--- src/shared/csd_defs.svh ---
// Register map, field positions, reset values and thresholds of the
// status and diagnostic block.
// Assumes inclusion by the block itself.
`ifndef CSD_DEFS_SVH
`define CSD_DEFS_SVH

// ==========================================================
// Register byte offsets.
`define CSD_OFF_STATUS 8'h00
`define CSD_OFF_COUNT 8'h04
`define CSD_OFF_DIAG 8'h08
`define CSD_OFF_MASK 8'h0C
`define CSD_OFF_PEND 8'h10
`define CSD_OFF_CLEAR 8'h14

// ==========================================================
// Field positions.
`define CSD_ST_NS_LSB 5
`define CSD_ST_IRQ_BIT 4
`define CSD_CNT_REC_LSB 8
`define CSD_MASK_ERR_BIT 15
`define CSD_DIAG_IDX_LSB 4

// ==========================================================
// Reset values.
`define CSD_RST_REG16 16'h0000
`define CSD_RST_MASK 16'h0000
`define CSD_RST_CNT 8'h00
`define CSD_RST_PIN 1'b1

// ==========================================================
// Fault confinement figures.
`define CSD_WARN_LIMIT 8'h60
`define CSD_PASSIVE_LIMIT 8'h80
`define CSD_REC_CAP 8'h7F
`define CSD_STEP_LIGHT 9'h001
`define CSD_STEP_HEAVY 9'h008
`define CSD_CNT_MAX 9'h0FF

// ==========================================================
// Bus answers.
`define CSD_RESP_OKAY 2'b00
`define CSD_RESP_SLVERR 2'b10

`endif

--- src/shared/csd_pkg.sv ---
// Types of the status and diagnostic block.
// Assumes csd_defs.svh sits beside it on the include path.
package csd_pkg;

  // ========================================================
  // Node state codes.
  typedef enum logic [2:0] {
    CSD_NS_OFF = 3'b000,
    CSD_NS_ACTIVE = 3'b010,
    CSD_NS_WARN = 3'b011,
    CSD_NS_PASSIVE = 3'b100,
    CSD_NS_BUSOFF = 3'b110
  } csd_ns_t;

  // ========================================================
  // Fault confinement events from the bit stream engine.
  typedef struct packed {
    logic rx_err;
    logic rx_err_heavy;
    logic rx_ok;
    logic tx_err;
    logic tx_ok;
    logic recover;
  } csd_fc_ev_t;

  // ========================================================
  // Bus error report from the bit stream engine.
  typedef struct packed {
    logic error;
    logic stuff;
    logic crc;
  } csd_err_ev_t;

  // ========================================================
  // Frame field progress from the bit stream engine.
  typedef struct packed {
    logic field_start;
    logic [3:0] field_code;
    logic [6:0] field_len;
    logic bit_tick;
  } csd_field_t;

  // ========================================================
  // Last error diagnosis, laid out as read.
  typedef struct packed {
    logic rsvd;
    logic drive;
    logic mon;
    logic crc;
    logic stuff;
    logic was_transmitter_flag;
    logic [5:0] bit_index;
    logic [3:0] field;
  } csd_diag_t;

  // ========================================================
  // Whole state of the block.
  typedef struct packed {
    logic [7:0] receive_fault_count;
    logic [7:0] transmit_fault_count;
    logic bus_off;
    logic [2:0] ns;
    logic fault_pend;
    logic [15:0] mask;
    csd_diag_t diag;
    logic [5:0] bit_cnt;
    logic [3:0] field;
    logic rx_s1;
    logic rx_s2;
    logic tx_pin;
    logic aw_got;
    logic w_got;
    logic [7:0] awaddr;
    logic [31:0] wdata;
    logic [3:0] wstrb;
    logic bvalid;
    logic [1:0] bresp;
    logic rvalid;
    logic [31:0] rdata;
    logic [1:0] rresp;
  } csd_state_t;

endpackage : csd_pkg

--- src/hw/csd_status_diag.sv ---
// Node state, interrupt code, error counters and last error diagnosis
// of a CAN controller, read over AXI4-Lite.
// Assumes the bit stream engine reports fields, bits and errors on the
// same clock, and a transceiver sits on the bus pins.
`timescale 1ns/1ps

`include "csd_defs.svh"

module csd_status_diag #(
  parameter int NUM_BUF = 15,
  parameter int ADDR_W = 8
) (
  // Clock and reset.
  input wire logic clock,
  input wire logic nrst,
  // AXI4-Lite slave.
  input wire logic [ADDR_W-1:0] s_axi_awaddr,
  input wire logic s_axi_awvalid,
  output logic s_axi_awready,
  input wire logic [31:0] s_axi_wdata,
  input wire logic [3:0] s_axi_wstrb,
  input wire logic s_axi_wvalid,
  output logic s_axi_wready,
  output logic [1:0] s_axi_bresp,
  output logic s_axi_bvalid,
  input wire logic s_axi_bready,
  input wire logic [ADDR_W-1:0] s_axi_araddr,
  input wire logic s_axi_arvalid,
  output logic s_axi_arready,
  output logic [31:0] s_axi_rdata,
  output logic [1:0] s_axi_rresp,
  output logic s_axi_rvalid,
  input wire logic s_axi_rready,
  // Controller core.
  input wire logic can_enable,
  input wire logic [NUM_BUF-1:0] buffer_pending_flags,
  input wire csd_pkg::csd_fc_ev_t fc_ev,
  input wire csd_pkg::csd_err_ev_t err_ev,
  input wire csd_pkg::csd_field_t field_in,
  input wire logic transmitting,
  input wire logic ack_slot,
  input wire logic active_err_flag,
  input wire logic tx_bit,
  // Bus pins.
  input wire logic bus_receive_pin,
  output logic bus_transmit_pin
);
  import csd_pkg::*;

  // ========================================================
  // Parameter checks.
  initial begin
    if (NUM_BUF < 1 || NUM_BUF > 15 || ADDR_W < 5 || ADDR_W > 8) begin
      $error("csd_status_diag: unsupported parameter values.");
    end
  end

  // ========================================================
  // Priority encoder of the interrupt code.
  function automatic logic [4:0] irq_code(input logic [15:0] act);
    logic [4:0] c;
    c = 5'h00;
    for (int i = 14; i >= 0; i--) begin
      if (act[i]) begin
        c = {1'b1, 4'(i + 1)};
      end
    end
    if (act[`CSD_MASK_ERR_BIT]) begin
      c = 5'h10;
    end
    return c;
  endfunction : irq_code

  // ========================================================
  // Node state from counters.
  function automatic logic [2:0] node_state(input logic en,
      input logic boff, input logic [7:0] receive_fault_count, input logic [7:0] transmit_fault_count);
    logic [2:0] n;
    if (!en) begin
      n = CSD_NS_OFF;
    end else if (boff) begin
      n = CSD_NS_BUSOFF;
    end else if (receive_fault_count >= `CSD_PASSIVE_LIMIT ||
        transmit_fault_count >= `CSD_PASSIVE_LIMIT) begin
      n = CSD_NS_PASSIVE;
    end else if (receive_fault_count >= `CSD_WARN_LIMIT || transmit_fault_count >= `CSD_WARN_LIMIT) begin
      n = CSD_NS_WARN;
    end else begin
      n = CSD_NS_ACTIVE;
    end
    return n;
  endfunction : node_state

  csd_state_t s_q;
  csd_state_t s_d;
  logic [14:0] buf_pend;
  logic [15:0] pend;
  logic [15:0] status_w;
  logic [15:0] count_w;
  logic [15:0] pend_w;

  // ========================================================
  // Read views.
  always_comb begin
    buf_pend = 15'h0000;
    buf_pend[NUM_BUF-1:0] = buffer_pending_flags;
    pend = {s_q.fault_pend, buf_pend};
    status_w = {8'h00, s_q.ns, irq_code(pend & s_q.mask)};
    count_w = {s_q.receive_fault_count, s_q.transmit_fault_count};
    pend_w = pend;
  end

  assign s_axi_awready = !s_q.aw_got && !s_q.bvalid;
  assign s_axi_wready = !s_q.w_got && !s_q.bvalid;
  assign s_axi_arready = !s_q.rvalid;
  assign s_axi_bvalid = s_q.bvalid;
  assign s_axi_bresp = s_q.bresp;
  assign s_axi_rvalid = s_q.rvalid;
  assign s_axi_rdata = s_q.rdata;
  assign s_axi_rresp = s_q.rresp;
  assign bus_transmit_pin = s_q.tx_pin;

  // ========================================================
  // Next state.
  always_comb begin
    logic [8:0] rec_n;
    logic [8:0] tec_n;
    logic boff_n;
    logic have_aw;
    logic have_w;
    logic [7:0] wa;
    logic [31:0] wd;
    logic [3:0] ws;
    logic [7:0] ra;
    logic clr;
    logic chg;
    rec_n = {1'b0, s_q.receive_fault_count};
    tec_n = {1'b0, s_q.transmit_fault_count};
    boff_n = s_q.bus_off;
    have_aw = 1'b0;
    have_w = 1'b0;
    wa = 8'h00;
    wd = 32'h0000_0000;
    ws = 4'h0;
    ra = 8'h00;
    clr = 1'b0;
    chg = 1'b0;
    s_d = s_q;

    // Receive pin synchroniser.
    s_d.rx_s1 = bus_receive_pin;
    s_d.rx_s2 = s_q.rx_s1;

    // Transmit pin: a receiver drives only in ack and error flag.
    if (transmitting || ack_slot || active_err_flag) begin
      s_d.tx_pin = tx_bit;
    end else begin
      s_d.tx_pin = `CSD_RST_PIN;
    end

    // Fault confinement counters.
    if (fc_ev.recover) begin
      rec_n = 9'h000;
      tec_n = 9'h000;
      boff_n = 1'b0;
    end else if (!s_q.bus_off) begin
      if (fc_ev.rx_err_heavy) begin
        rec_n = rec_n + `CSD_STEP_HEAVY;
      end else if (fc_ev.rx_err) begin
        rec_n = rec_n + `CSD_STEP_LIGHT;
      end else if (fc_ev.rx_ok) begin
        if (s_q.receive_fault_count > `CSD_REC_CAP) begin
          rec_n = {1'b0, `CSD_REC_CAP};
        end else if (s_q.receive_fault_count != 8'h00) begin
          rec_n = rec_n - `CSD_STEP_LIGHT;
        end
      end
      if (rec_n > `CSD_CNT_MAX) begin
        rec_n = `CSD_CNT_MAX;
      end
      if (fc_ev.tx_err) begin
        tec_n = tec_n + `CSD_STEP_HEAVY;
      end else if (fc_ev.tx_ok && s_q.transmit_fault_count != 8'h00) begin
        tec_n = tec_n - `CSD_STEP_LIGHT;
      end
      if (tec_n > `CSD_CNT_MAX) begin
        tec_n = `CSD_CNT_MAX;
        boff_n = 1'b1;
      end
    end
    s_d.receive_fault_count = rec_n[7:0];
    s_d.transmit_fault_count = tec_n[7:0];
    s_d.bus_off = boff_n;
    s_d.ns = node_state(can_enable, boff_n, rec_n[7:0],
        tec_n[7:0]);
    chg = (rec_n[7:0] != s_q.receive_fault_count) || (tec_n[7:0] != s_q.transmit_fault_count) ||
        (boff_n != s_q.bus_off);

    // Field tracking and bit index.
    if (field_in.field_start) begin
      s_d.field = field_in.field_code;
      s_d.bit_cnt = 6'(field_in.field_len - 7'h01);
    end else if (field_in.bit_tick) begin
      s_d.bit_cnt = s_q.bit_cnt - 6'h01;
    end

    // Capture of the last bus error.
    if (err_ev.error) begin
      s_d.diag.rsvd = 1'b0;
      s_d.diag.drive = s_q.tx_pin;
      s_d.diag.mon = s_q.rx_s2;
      s_d.diag.crc = err_ev.crc;
      s_d.diag.stuff = err_ev.stuff;
      s_d.diag.was_transmitter_flag = transmitting;
      s_d.diag.bit_index = s_q.bit_cnt;
      s_d.diag.field = s_q.field;
    end

    // Write channel: address and data in either order.
    have_aw = s_q.aw_got || (s_axi_awvalid && s_axi_awready);
    have_w = s_q.w_got || (s_axi_wvalid && s_axi_wready);
    wa = s_q.aw_got ? s_q.awaddr : 8'(s_axi_awaddr);
    wd = s_q.w_got ? s_q.wdata : s_axi_wdata;
    ws = s_q.w_got ? s_q.wstrb : s_axi_wstrb;
    if (s_axi_awvalid && s_axi_awready) begin
      s_d.aw_got = 1'b1;
      s_d.awaddr = 8'(s_axi_awaddr);
    end
    if (s_axi_wvalid && s_axi_wready) begin
      s_d.w_got = 1'b1;
      s_d.wdata = s_axi_wdata;
      s_d.wstrb = s_axi_wstrb;
    end
    if (s_q.bvalid && s_axi_bready) begin
      s_d.bvalid = 1'b0;
    end
    if (have_aw && have_w && !s_q.bvalid) begin
      s_d.aw_got = 1'b0;
      s_d.w_got = 1'b0;
      s_d.bvalid = 1'b1;
      s_d.bresp = `CSD_RESP_OKAY;
      case ({wa[7:2], 2'b00})
        `CSD_OFF_MASK: begin
          if (ws[0]) begin
            s_d.mask[7:0] = wd[7:0];
          end
          if (ws[1]) begin
            s_d.mask[15:8] = wd[15:8];
          end
        end
        `CSD_OFF_CLEAR: begin
          clr = ws[1] && wd[`CSD_MASK_ERR_BIT];
        end
        `CSD_OFF_STATUS, `CSD_OFF_COUNT, `CSD_OFF_DIAG,
        `CSD_OFF_PEND: begin
          s_d.bresp = `CSD_RESP_OKAY;
        end
        default: begin
          s_d.bresp = `CSD_RESP_SLVERR;
        end
      endcase
    end

    // Error pending: a set in the clearing cycle wins.
    s_d.fault_pend = chg || (s_q.fault_pend && !clr);

    // Read channel.
    if (s_q.rvalid && s_axi_rready) begin
      s_d.rvalid = 1'b0;
    end
    if (s_axi_arvalid && s_axi_arready) begin
      ra = 8'(s_axi_araddr);
      s_d.rvalid = 1'b1;
      s_d.rresp = `CSD_RESP_OKAY;
      case ({ra[7:2], 2'b00})
        `CSD_OFF_STATUS: s_d.rdata = {16'h0000, status_w};
        `CSD_OFF_COUNT: s_d.rdata = {16'h0000, count_w};
        `CSD_OFF_DIAG: s_d.rdata = {16'h0000, s_q.diag};
        `CSD_OFF_MASK: s_d.rdata = {16'h0000, s_q.mask};
        `CSD_OFF_PEND: s_d.rdata = {16'h0000, pend_w};
        `CSD_OFF_CLEAR: s_d.rdata = 32'h0000_0000;
        default: begin
          s_d.rdata = 32'h0000_0000;
          s_d.rresp = `CSD_RESP_SLVERR;
        end
      endcase
    end
  end

  // ========================================================
  // State register.
  always_ff @(posedge clock or negedge nrst) begin
    if (!nrst) begin
      s_q <= '0;
      s_q.mask <= `CSD_RST_MASK;
      s_q.diag <= `CSD_RST_REG16;
      s_q.receive_fault_count <= `CSD_RST_CNT;
      s_q.transmit_fault_count <= `CSD_RST_CNT;
      s_q.rx_s1 <= `CSD_RST_PIN;
      s_q.rx_s2 <= `CSD_RST_PIN;
      s_q.tx_pin <= `CSD_RST_PIN;
    end else begin
      s_q <= s_d;
    end
  end
endmodule : csd_status_diag

--- config.mk ---
export PLATFORM = sky130hd
export DESIGN_NAME = csd_status_diag
export DESIGN_NICKNAME = d
export VERILOG_FILES = /design/src/shared/csd_pkg.sv /design/src/hw/csd_status_diag.sv
export VERILOG_INCLUDE_DIRS = /design/src /design/src/shared
export SDC_FILE = /design/constraint.sdc
export NUM_CORES = 1
export LEC_CHECK = 0
export BUFFER_PORTS_ARGS = -buffer_cell sky130_fd_sc_hd__buf_2
export CORE_AREA = 2 2 112 114
export DETAILED_ROUTE_END_ITERATION = 6
export DIE_AREA = 0 0 114 116
export PLACE_DENSITY = 0.83
export SYNTH_ARGS = -nofsm -noshare
export SYNTH_HDL_FRONTEND = slang
export SYNTH_SLANG_ARGS = --single-unit
--- constraint.sdc ---
create_clock -name clock -period 4.55 [get_ports clock]
set_input_delay 0.6825 -clock clock [delete_from_list [all_inputs] [get_ports clock]]
set_output_delay 0.6825 -clock clock [all_outputs]
set_load 0.05 [all_outputs]
==> results.sh, run 1 <==
export IMPL_core_mm2=0.0119
export IMPL_final_cell_mix="dfrtp_1 (108), buf_2 (101), nor2_1 (67)"
export IMPL_crit_path_cell_trace="o21bai_1, nor4_2, nor2_1, a21oi_1"
export IMPL_worstSetupEndpointType="flip-flop"
export IMPL_die_h_um=116
export IMPL_synth_top_area_share_pct=38.5
export IMPL_netlist_cell_type_count=86
export IMPL_maxCapViolations=0
export IMPL_finalSetupTns_ps=0
export IMPL_cts_tree="done"
export IMPL_combPwrFrac_pct=38.5
export IMPL_postCtsSetupBuffers=0
export IMPL_synth_edf_count=0
export IMPL_ys_ff_latch=111
export IMPL_grt_usage_pct=28.2
export IMPL_synth_largest_area_cell="dfrtp_1"
export IMPL_htree_levels=3
export IMPL_worst_skew_pair_late_latency_ps=350
export IMPL_synth_area_mm2=0.00702
export IMPL_sw_frac_of_total_pct=40.4
export IMPL_leakage_nw=3.36
export IMPL_synth_area_leaders="dfrtp_1 (38%), mux2_2 (8.0%), mux2i_1 (4.8%)"
export IMPL_cpPeakStageDelay_ps=1150
export IMPL_ctsResizeCount=0
export IMPL_fp_dieW_um=114
export IMPL_io_buffers=102
export IMPL_min_path_type="flip-flop to flip-flop"
export IMPL_max_vdd_ir_drop_v=0.000501
export IMPL_seqPwrFrac_pct=41.6
export IMPL_cts_hold_buf=0
export IMPL_overflow=0
export IMPL_finalCriticalPeriod_ps=2980
export IMPL_final_common_cell="dfrtp_1"
export IMPL_clock_sinks=111
export IMPL_synth_ff_type="dfrtp_1"
export IMPL_worst_pin_slew_ps=1250
export IMPL_dieArea_mm2=0.0132
export IMPL_cts_root_buf="clkbuf_16"
export IMPL_min_period_over_period_pct=65.6
export IMPL_syn_inst=742
export IMPL_intPower_mw=2.30
export IMPL_slew_headroom_pct=16.0
export IMPL_critPathMaxFanout=23
export IMPL_place_gp_congestion=0.950
export IMPL_wire_per_inst_um=19.0
export IMPL_cp_arrival_ps=3260
export IMPL_vias=6048
export IMPL_grt_pass1_vias=5805
export IMPL_drtIter0Drc=742
export IMPL_grt_max_degree=81
export IMPL_worstPathBufferInverterCount=0
export IMPL_ios=144
export IMPL_worst_ep_required_time_ps=4830
export IMPL_antenna_found_initial=0
export IMPL_path_clk_slew_ps=70
export IMPL_slew_violations=0
export IMPL_cts_buffer_depth=2
export IMPL_drc_errors=0
export IMPL_numCtsBuffers=9
export IMPL_outcome="finished, final reports clean"
export IMPL_rows=40
export IMPL_switchingPower_mw=1.56
export IMPL_n_antenna_cell=0
export IMPL_ant_nets=0
export IMPL_dp_cells=930
export IMPL_wl_mm=18.0
export IMPL_routed_via_density=6.39
export IMPL_rsz0062_at_grt="false"
export IMPL_grt_pass1_wl_mm=29.2
export IMPL_avgSynthCellArea_um2=9.47
export IMPL_drive_gt1_share_pct=23.7
export IMPL_ys_seq_area_share_pct=39.6
export IMPL_first_pass_iters=5
export IMPL_startpoint_type="flip-flop"
export IMPL_yosys_warnings=0
export IMPL_hold_viol_final=0
export IMPL_nets=907
export IMPL_worst_setup_path_type="flip-flop to flip-flop"
export IMPL_start_util_pct=59.0
export IMPL_final_cells=946
export IMPL_power_density_mw_per_mm2=509
export IMPL_fmax_ghz=0.335
export IMPL_clkPwrFrac_pct=19.9
export IMPL_setup_violations=0
export IMPL_dp_final_hpwl_mm=13.2
export IMPL_async_flop_share_pct=100
export IMPL_skew_ps=4.39
export IMPL_critPathTopFamily="simple AND/OR/NAND/NOR gates"
export IMPL_area_growth_syn_to_layout_pct=7.78
export IMPL_crit_slowest_cell="nor4_2"
through the flow:
step	cell area [µm²]	power (mW)	setup WS (ps)	hold slack, ps	util, %
5_1_grt	7570	4.09	1310	369	63.6
4_1_cts	7570	3.85	1580	360	63.6
3_3_place_gp	7280	2.99	1640	347	61.1
2_1_floorplan	7090	2.71	2110	345	-
3_5_place_dp	7280	3.06	1630	350	61.1
6_report	7570	3.85	1570	360	63.6
sequential cells by signal, summed over array words and instances (netlist names):
name,cells
s_axi_rvalid,1
s_q,72
count_w,16
s_d,1
s_axi_bvalid,1
s_axi_bresp,1
s_axi_rdata,16
s_axi_rresp,1
bus_transmit_pin,1
pend,1
cells by family after synthesis:
kind of cell               synth area share [%]
other                                    0.0534
adders and majority gates                  1.96
muxes                                      12.9
AOI/OAI and AO/OA                          19.6
buffers and inverters                      8.92
and+or+nand+nor                            15.1
xor gates and xnor gates                   1.87
DFF                                        39.6
cells in the mapped netlist (all sizes together) (3+ instances only):
master / count
dfrtp: 108
a222oi: 5
a32oi: 3
nor4: 7
o22ai: 4
dfstp: 3
mux2i: 34
nor3: 12
a21boi: 4
clkbuf: 35
a2111oi: 3
nand3: 17
a32o: 4
a21oi: 53
or3: 3
nand4: 8
a22o: 3
nor3b: 4
ha: 11
o2111ai: 3
nor2: 67
nand2: 63
o21ai: 42
and2: 5
a22oi: 11
mux2: 50
a211oi: 4
nor2b: 6
a21o: 3
buf: 47
a31oi: 5
a221oi: 13
or2: 3
xnor2: 12
o31a: 5
a311oi: 4
o31ai: 5
o21a: 5
inv: 23
nor4b: 3
xor2: 3
worst paths after layout:
check | endpoint | depth (start not counted) | slack (ps) | startpoint
setup reg to reg | s_q[115] | 4 | 1570 | s_q[82]
hold reg to reg | s_q[85] | 0 | 360 | s_d[85]
hold / removal | s_q[85] | 0 | 360 | s_d[85]
setup / recovery | s_q[115] | 4 | 1570 | s_q[82]
max in group asynchronous | bus_transmit_pin | 2 | 3010 | nrst
min in group asynchronous | s_q[92] | 1 | 490 | nrst
power by group through the flow:
| stage | registers, mW | clock network, mW | logic (mW) |
|---|---|---|---|
| 2_1_floorplan | 1.43 | 0 | 1.27 |
| 3_3_place_gp | 1.58 | 0 | 1.41 |
| 3_5_place_dp | 1.61 | 0 | 1.45 |
| 4_1_cts | 1.59 | 0.782 | 1.47 |
| 5_1_grt | 1.64 | 0.819 | 1.63 |
| 6_report | 1.60 | 0.767 | 1.48 |
per-layer routing:
metal / vias up / part of all wire [%] / GRT usage (%)
met1: 2910 / 40 / 36.6
met3: 45 / 7.9 / 5.91
met4: 0 / 2.5 / 11.5
met2: 314 / 50 / 46.6
met5: - / 0 / 0
li1: 2779 / - / -
area by class of cell:
| type | instances | area (µm²) |
|---|---|---|
| Clock buffer | 10 | 239 |
| Tap cell | 147 | 184 |
| Multi-Input combinational cell | 542 | 3680 |
| Clock inverter | 6 | 53.8 |
| Sequential cell | 111 | 2780 |
| Inverter | 24 | 90.1 |
| Fill cell | 966 | 4340 |
| Timing Repair Buffer | 106 | 543 |
Power figures use the tool's default switching activity.
==> run 2, diff against run 1 <==
ABC_AREA = 1   (was unset)
CORE_AREA = 2 2 114 116   (was 2 2 112 114)
DIE_AREA = 0 0 116 118   (was 0 0 114 116)
PLACE_DENSITY = 0.8   (was 0.83)
clock period = 2.9 ns   (was 4.55 ns; I/O delays follow)
==> run 2 against run 1 <==
  * Critical endpoint is now pend[15]
  * Utilization is 1.8 points lower
  * Total power is 41% higher
  * Register-to-register slack worse by 1100 ps
  * Critical path depth is 9 higher
  * Largest cell class unchanged
  * Cell count is 28% higher
  * Cell area is 1.3% higher
  * Setup slack worse by 1100 ps
  * First-iteration DRC count is 20% lower
  * Clock skew is 5.0 ps higher
  * Die area is 3.5% higher
  * Combinational power is 22% higher
==> results.sh, run 2 <==
export IMPL_grt_pass1_vias=5778
export IMPL_antenna_found_initial=1
export IMPL_dp_final_hpwl_mm=12.8
export IMPL_critPathMaxFanout=28
export IMPL_io_buffers=102
export IMPL_worstSetupEndpointType="flip-flop"
export IMPL_max_vdd_ir_drop_v=0.000795
export IMPL_cts_buffer_depth=2
export IMPL_maxCapViolations=0
export IMPL_start_util_pct=55.5
export IMPL_grt_usage_pct=25.6
export IMPL_drc_errors=0
export IMPL_ys_ff_latch=111
export IMPL_first_pass_iters=6
export IMPL_slew_headroom_pct=50.5
export IMPL_dp_cells=1195
export IMPL_worst_hold_slack_ps=95.9
export IMPL_nets=1147
export IMPL_min_period_over_period_pct=82.8
export IMPL_ctsResizeCount=0
export IMPL_path_clk_slew_ps=80
export IMPL_yosys_warnings=0
export IMPL_place_gp_congestion=0.955
export IMPL_rows=41
export IMPL_fmax_ghz=0.417
export IMPL_netlist_cell_type_count=46
export IMPL_fin_area_mm2=0.00767
export IMPL_synth_most_common_cell="nand2_1"
export IMPL_regMostFlops="s_q"
export IMPL_setup_violations=0
export IMPL_grt_max_degree=56
export IMPL_syn_inst=960
export IMPL_placed_area_mm2=0.00732
export IMPL_startpoint_type="flip-flop"
export IMPL_cp_arrival_ps=2630
export IMPL_rsz0062_at_grt="false"
export IMPL_worst_skew_pair_late_latency_ps=360
export IMPL_htree_levels=3
export IMPL_postCtsSetupBuffers=0
export IMPL_finalCriticalPeriod_ps=2400
export IMPL_ant_nets=0
export IMPL_synth_ff_type="dfrtp_1"
export IMPL_final_common_cell="nand2_1"
export IMPL_fp_dieW_um=116
export IMPL_slew_violations=0
export IMPL_rr_worst_depth=13
export IMPL_final_cells=1212
export IMPL_wl_mm=16.9
export IMPL_numCtsBuffers=9
export IMPL_die_h_um=118
export IMPL_clock_sinks=111
export IMPL_overflow=0
export IMPL_avgSynthCellArea_um2=7.17
export IMPL_synth_commonest_cells="nand2_1 (319), dfrtp_1 (108), inv_1 (96)"
export IMPL_final_cell_mix="nand2_1 (319), dfrtp_1 (108), buf_2 (101)"
export IMPL_wire_per_inst_um=14.0
export IMPL_core_mm2=0.0124
export IMPL_dieArea_mm2=0.0137
export IMPL_synth_area_leaders="dfrtp_1 (39%), nand2_1 (17%), o21ai_0 (5.5%)"
export IMPL_worst_setup_path_type="flip-flop to flip-flop"
export IMPL_skew_ps=9.37
export IMPL_cts_root_buf="clkbuf_16"
export IMPL_drtIter0Drc=595
export IMPL_cts_tree="done"
export IMPL_largest_reg_flops=72
export IMPL_routed_via_density=5.26
export IMPL_synth_top_area_share_pct=39.3
export IMPL_hold_viol_final=0
export IMPL_cp_startpoint="s_q[82]"
export IMPL_synth_area_mm2=0.00688
export IMPL_synth_largest_area_cell="dfrtp_1"
export IMPL_outcome="finished, final reports clean"
export IMPL_synth_edf_count=0
export IMPL_finalSetupTns_ps=0
export IMPL_leakage_nw=4.11
export IMPL_min_path_type="input pin to asynchronous set/reset pin"
export IMPL_area_growth_syn_to_layout_pct=11.4
export IMPL_ys_seq_area_share_pct=40.4
export IMPL_async_flop_share_pct=100
export IMPL_vias=6372
export IMPL_power_density_mw_per_mm2=710
export IMPL_rr_startpoint="s_q[82]"
export IMPL_worst_ep_required_time_ps=3130
export IMPL_worst_pin_slew_ps=742
export IMPL_drive_gt1_share_pct=15.2
export IMPL_ios=144
export IMPL_cts_hold_buf=0
export IMPL_grt_pass1_wl_mm=27.7
## run 2: cell count changes in the layout (fill, tap and decap cells not counted), sizes merged, moves of 7 or more
cell   change
xnor2      -9
inv       +79
mux2i     -31
nor2      +10
nor3       -7
nand3     +40
mux2      -49
o21ai     +38
nand2    +260
## run 2: final timing paths
kind	to	slack, ps
max reg2reg	pend[15]	500
max in group asynchronous	s_d[85]	2030
min	s_q[111]	100
min reg2reg	s_q[85]	360
max	pend[15]	500
min in group clock	s_d[85]	170
## run 2: cell type report
cell class,count,area [µm²]
Timing Repair Buffer,111,581
Multi-Input combinational cell,696,3350
Clock inverter,6,110
Inverter,105,394
Clock buffer,10,239
Tap cell,172,215
Antenna cell,1,2.50
Sequential cell,111,2780
Fill cell,1164,4750
## run 2: routing by layer
layer	up-vias	GRT usage (%)	wire [µm]
li1	3210	-	-
met3	30	5.15	1260
met5	-	0	0
met2	239	38.3	7520
met1	2893	36.4	7670
met4	0	10.1	497
## run 2: kinds of logic (layout without fill, tap and decap cells)
family / Yosys count / in the layout / synth area share [%]
AND/OR/NAND/NOR: 480 / 480 / 29.5
AO/OA/AOI/OAI: 175 / 175 / 14.5
buffers and inverters: 170 / 232 / 11.9
flip-flops: 111 / 111 / 40.4
adder cells (fa/ha/maj): 11 / 11 / 2.00
XOR/XNOR: 8 / 8 / 1.02
multiplexers: 4 / 4 / 0.600
other: 1 / 19 / 0.0545
## run 2: stage by stage
stage               util [%]  power (mW)  setup WS [ps]
finish                  61.8        5.44            500
global route            61.8        5.83            211
CTS                     61.8        5.45            541
detailed placement      58.9        4.04            551
global placement        58.9        4.00            557
floorplan                  -        3.63            827
## run 2: worst max-delay path: stages, from the launching register on
cell and delay (ps):
dfrtp_1 670, inv_2 310, nand2_1 120, o21ai_1 120, nor2_1 150, nand3_1 100, o21ai_1 200, nand3_1 100
nor2_1 110, nand2_1 60, nor2_1 90, nand2_1 50, nor2_1 110, nand3_1 80
## run 2: report_power, final
group	internal (mW)	total [mW]	switching [mW]
logic	0.565	1.81	1.25
registers	1.91	2.23	0.320
clock network	0.802	1.40	0.602
total	3.27	5.44	2.17
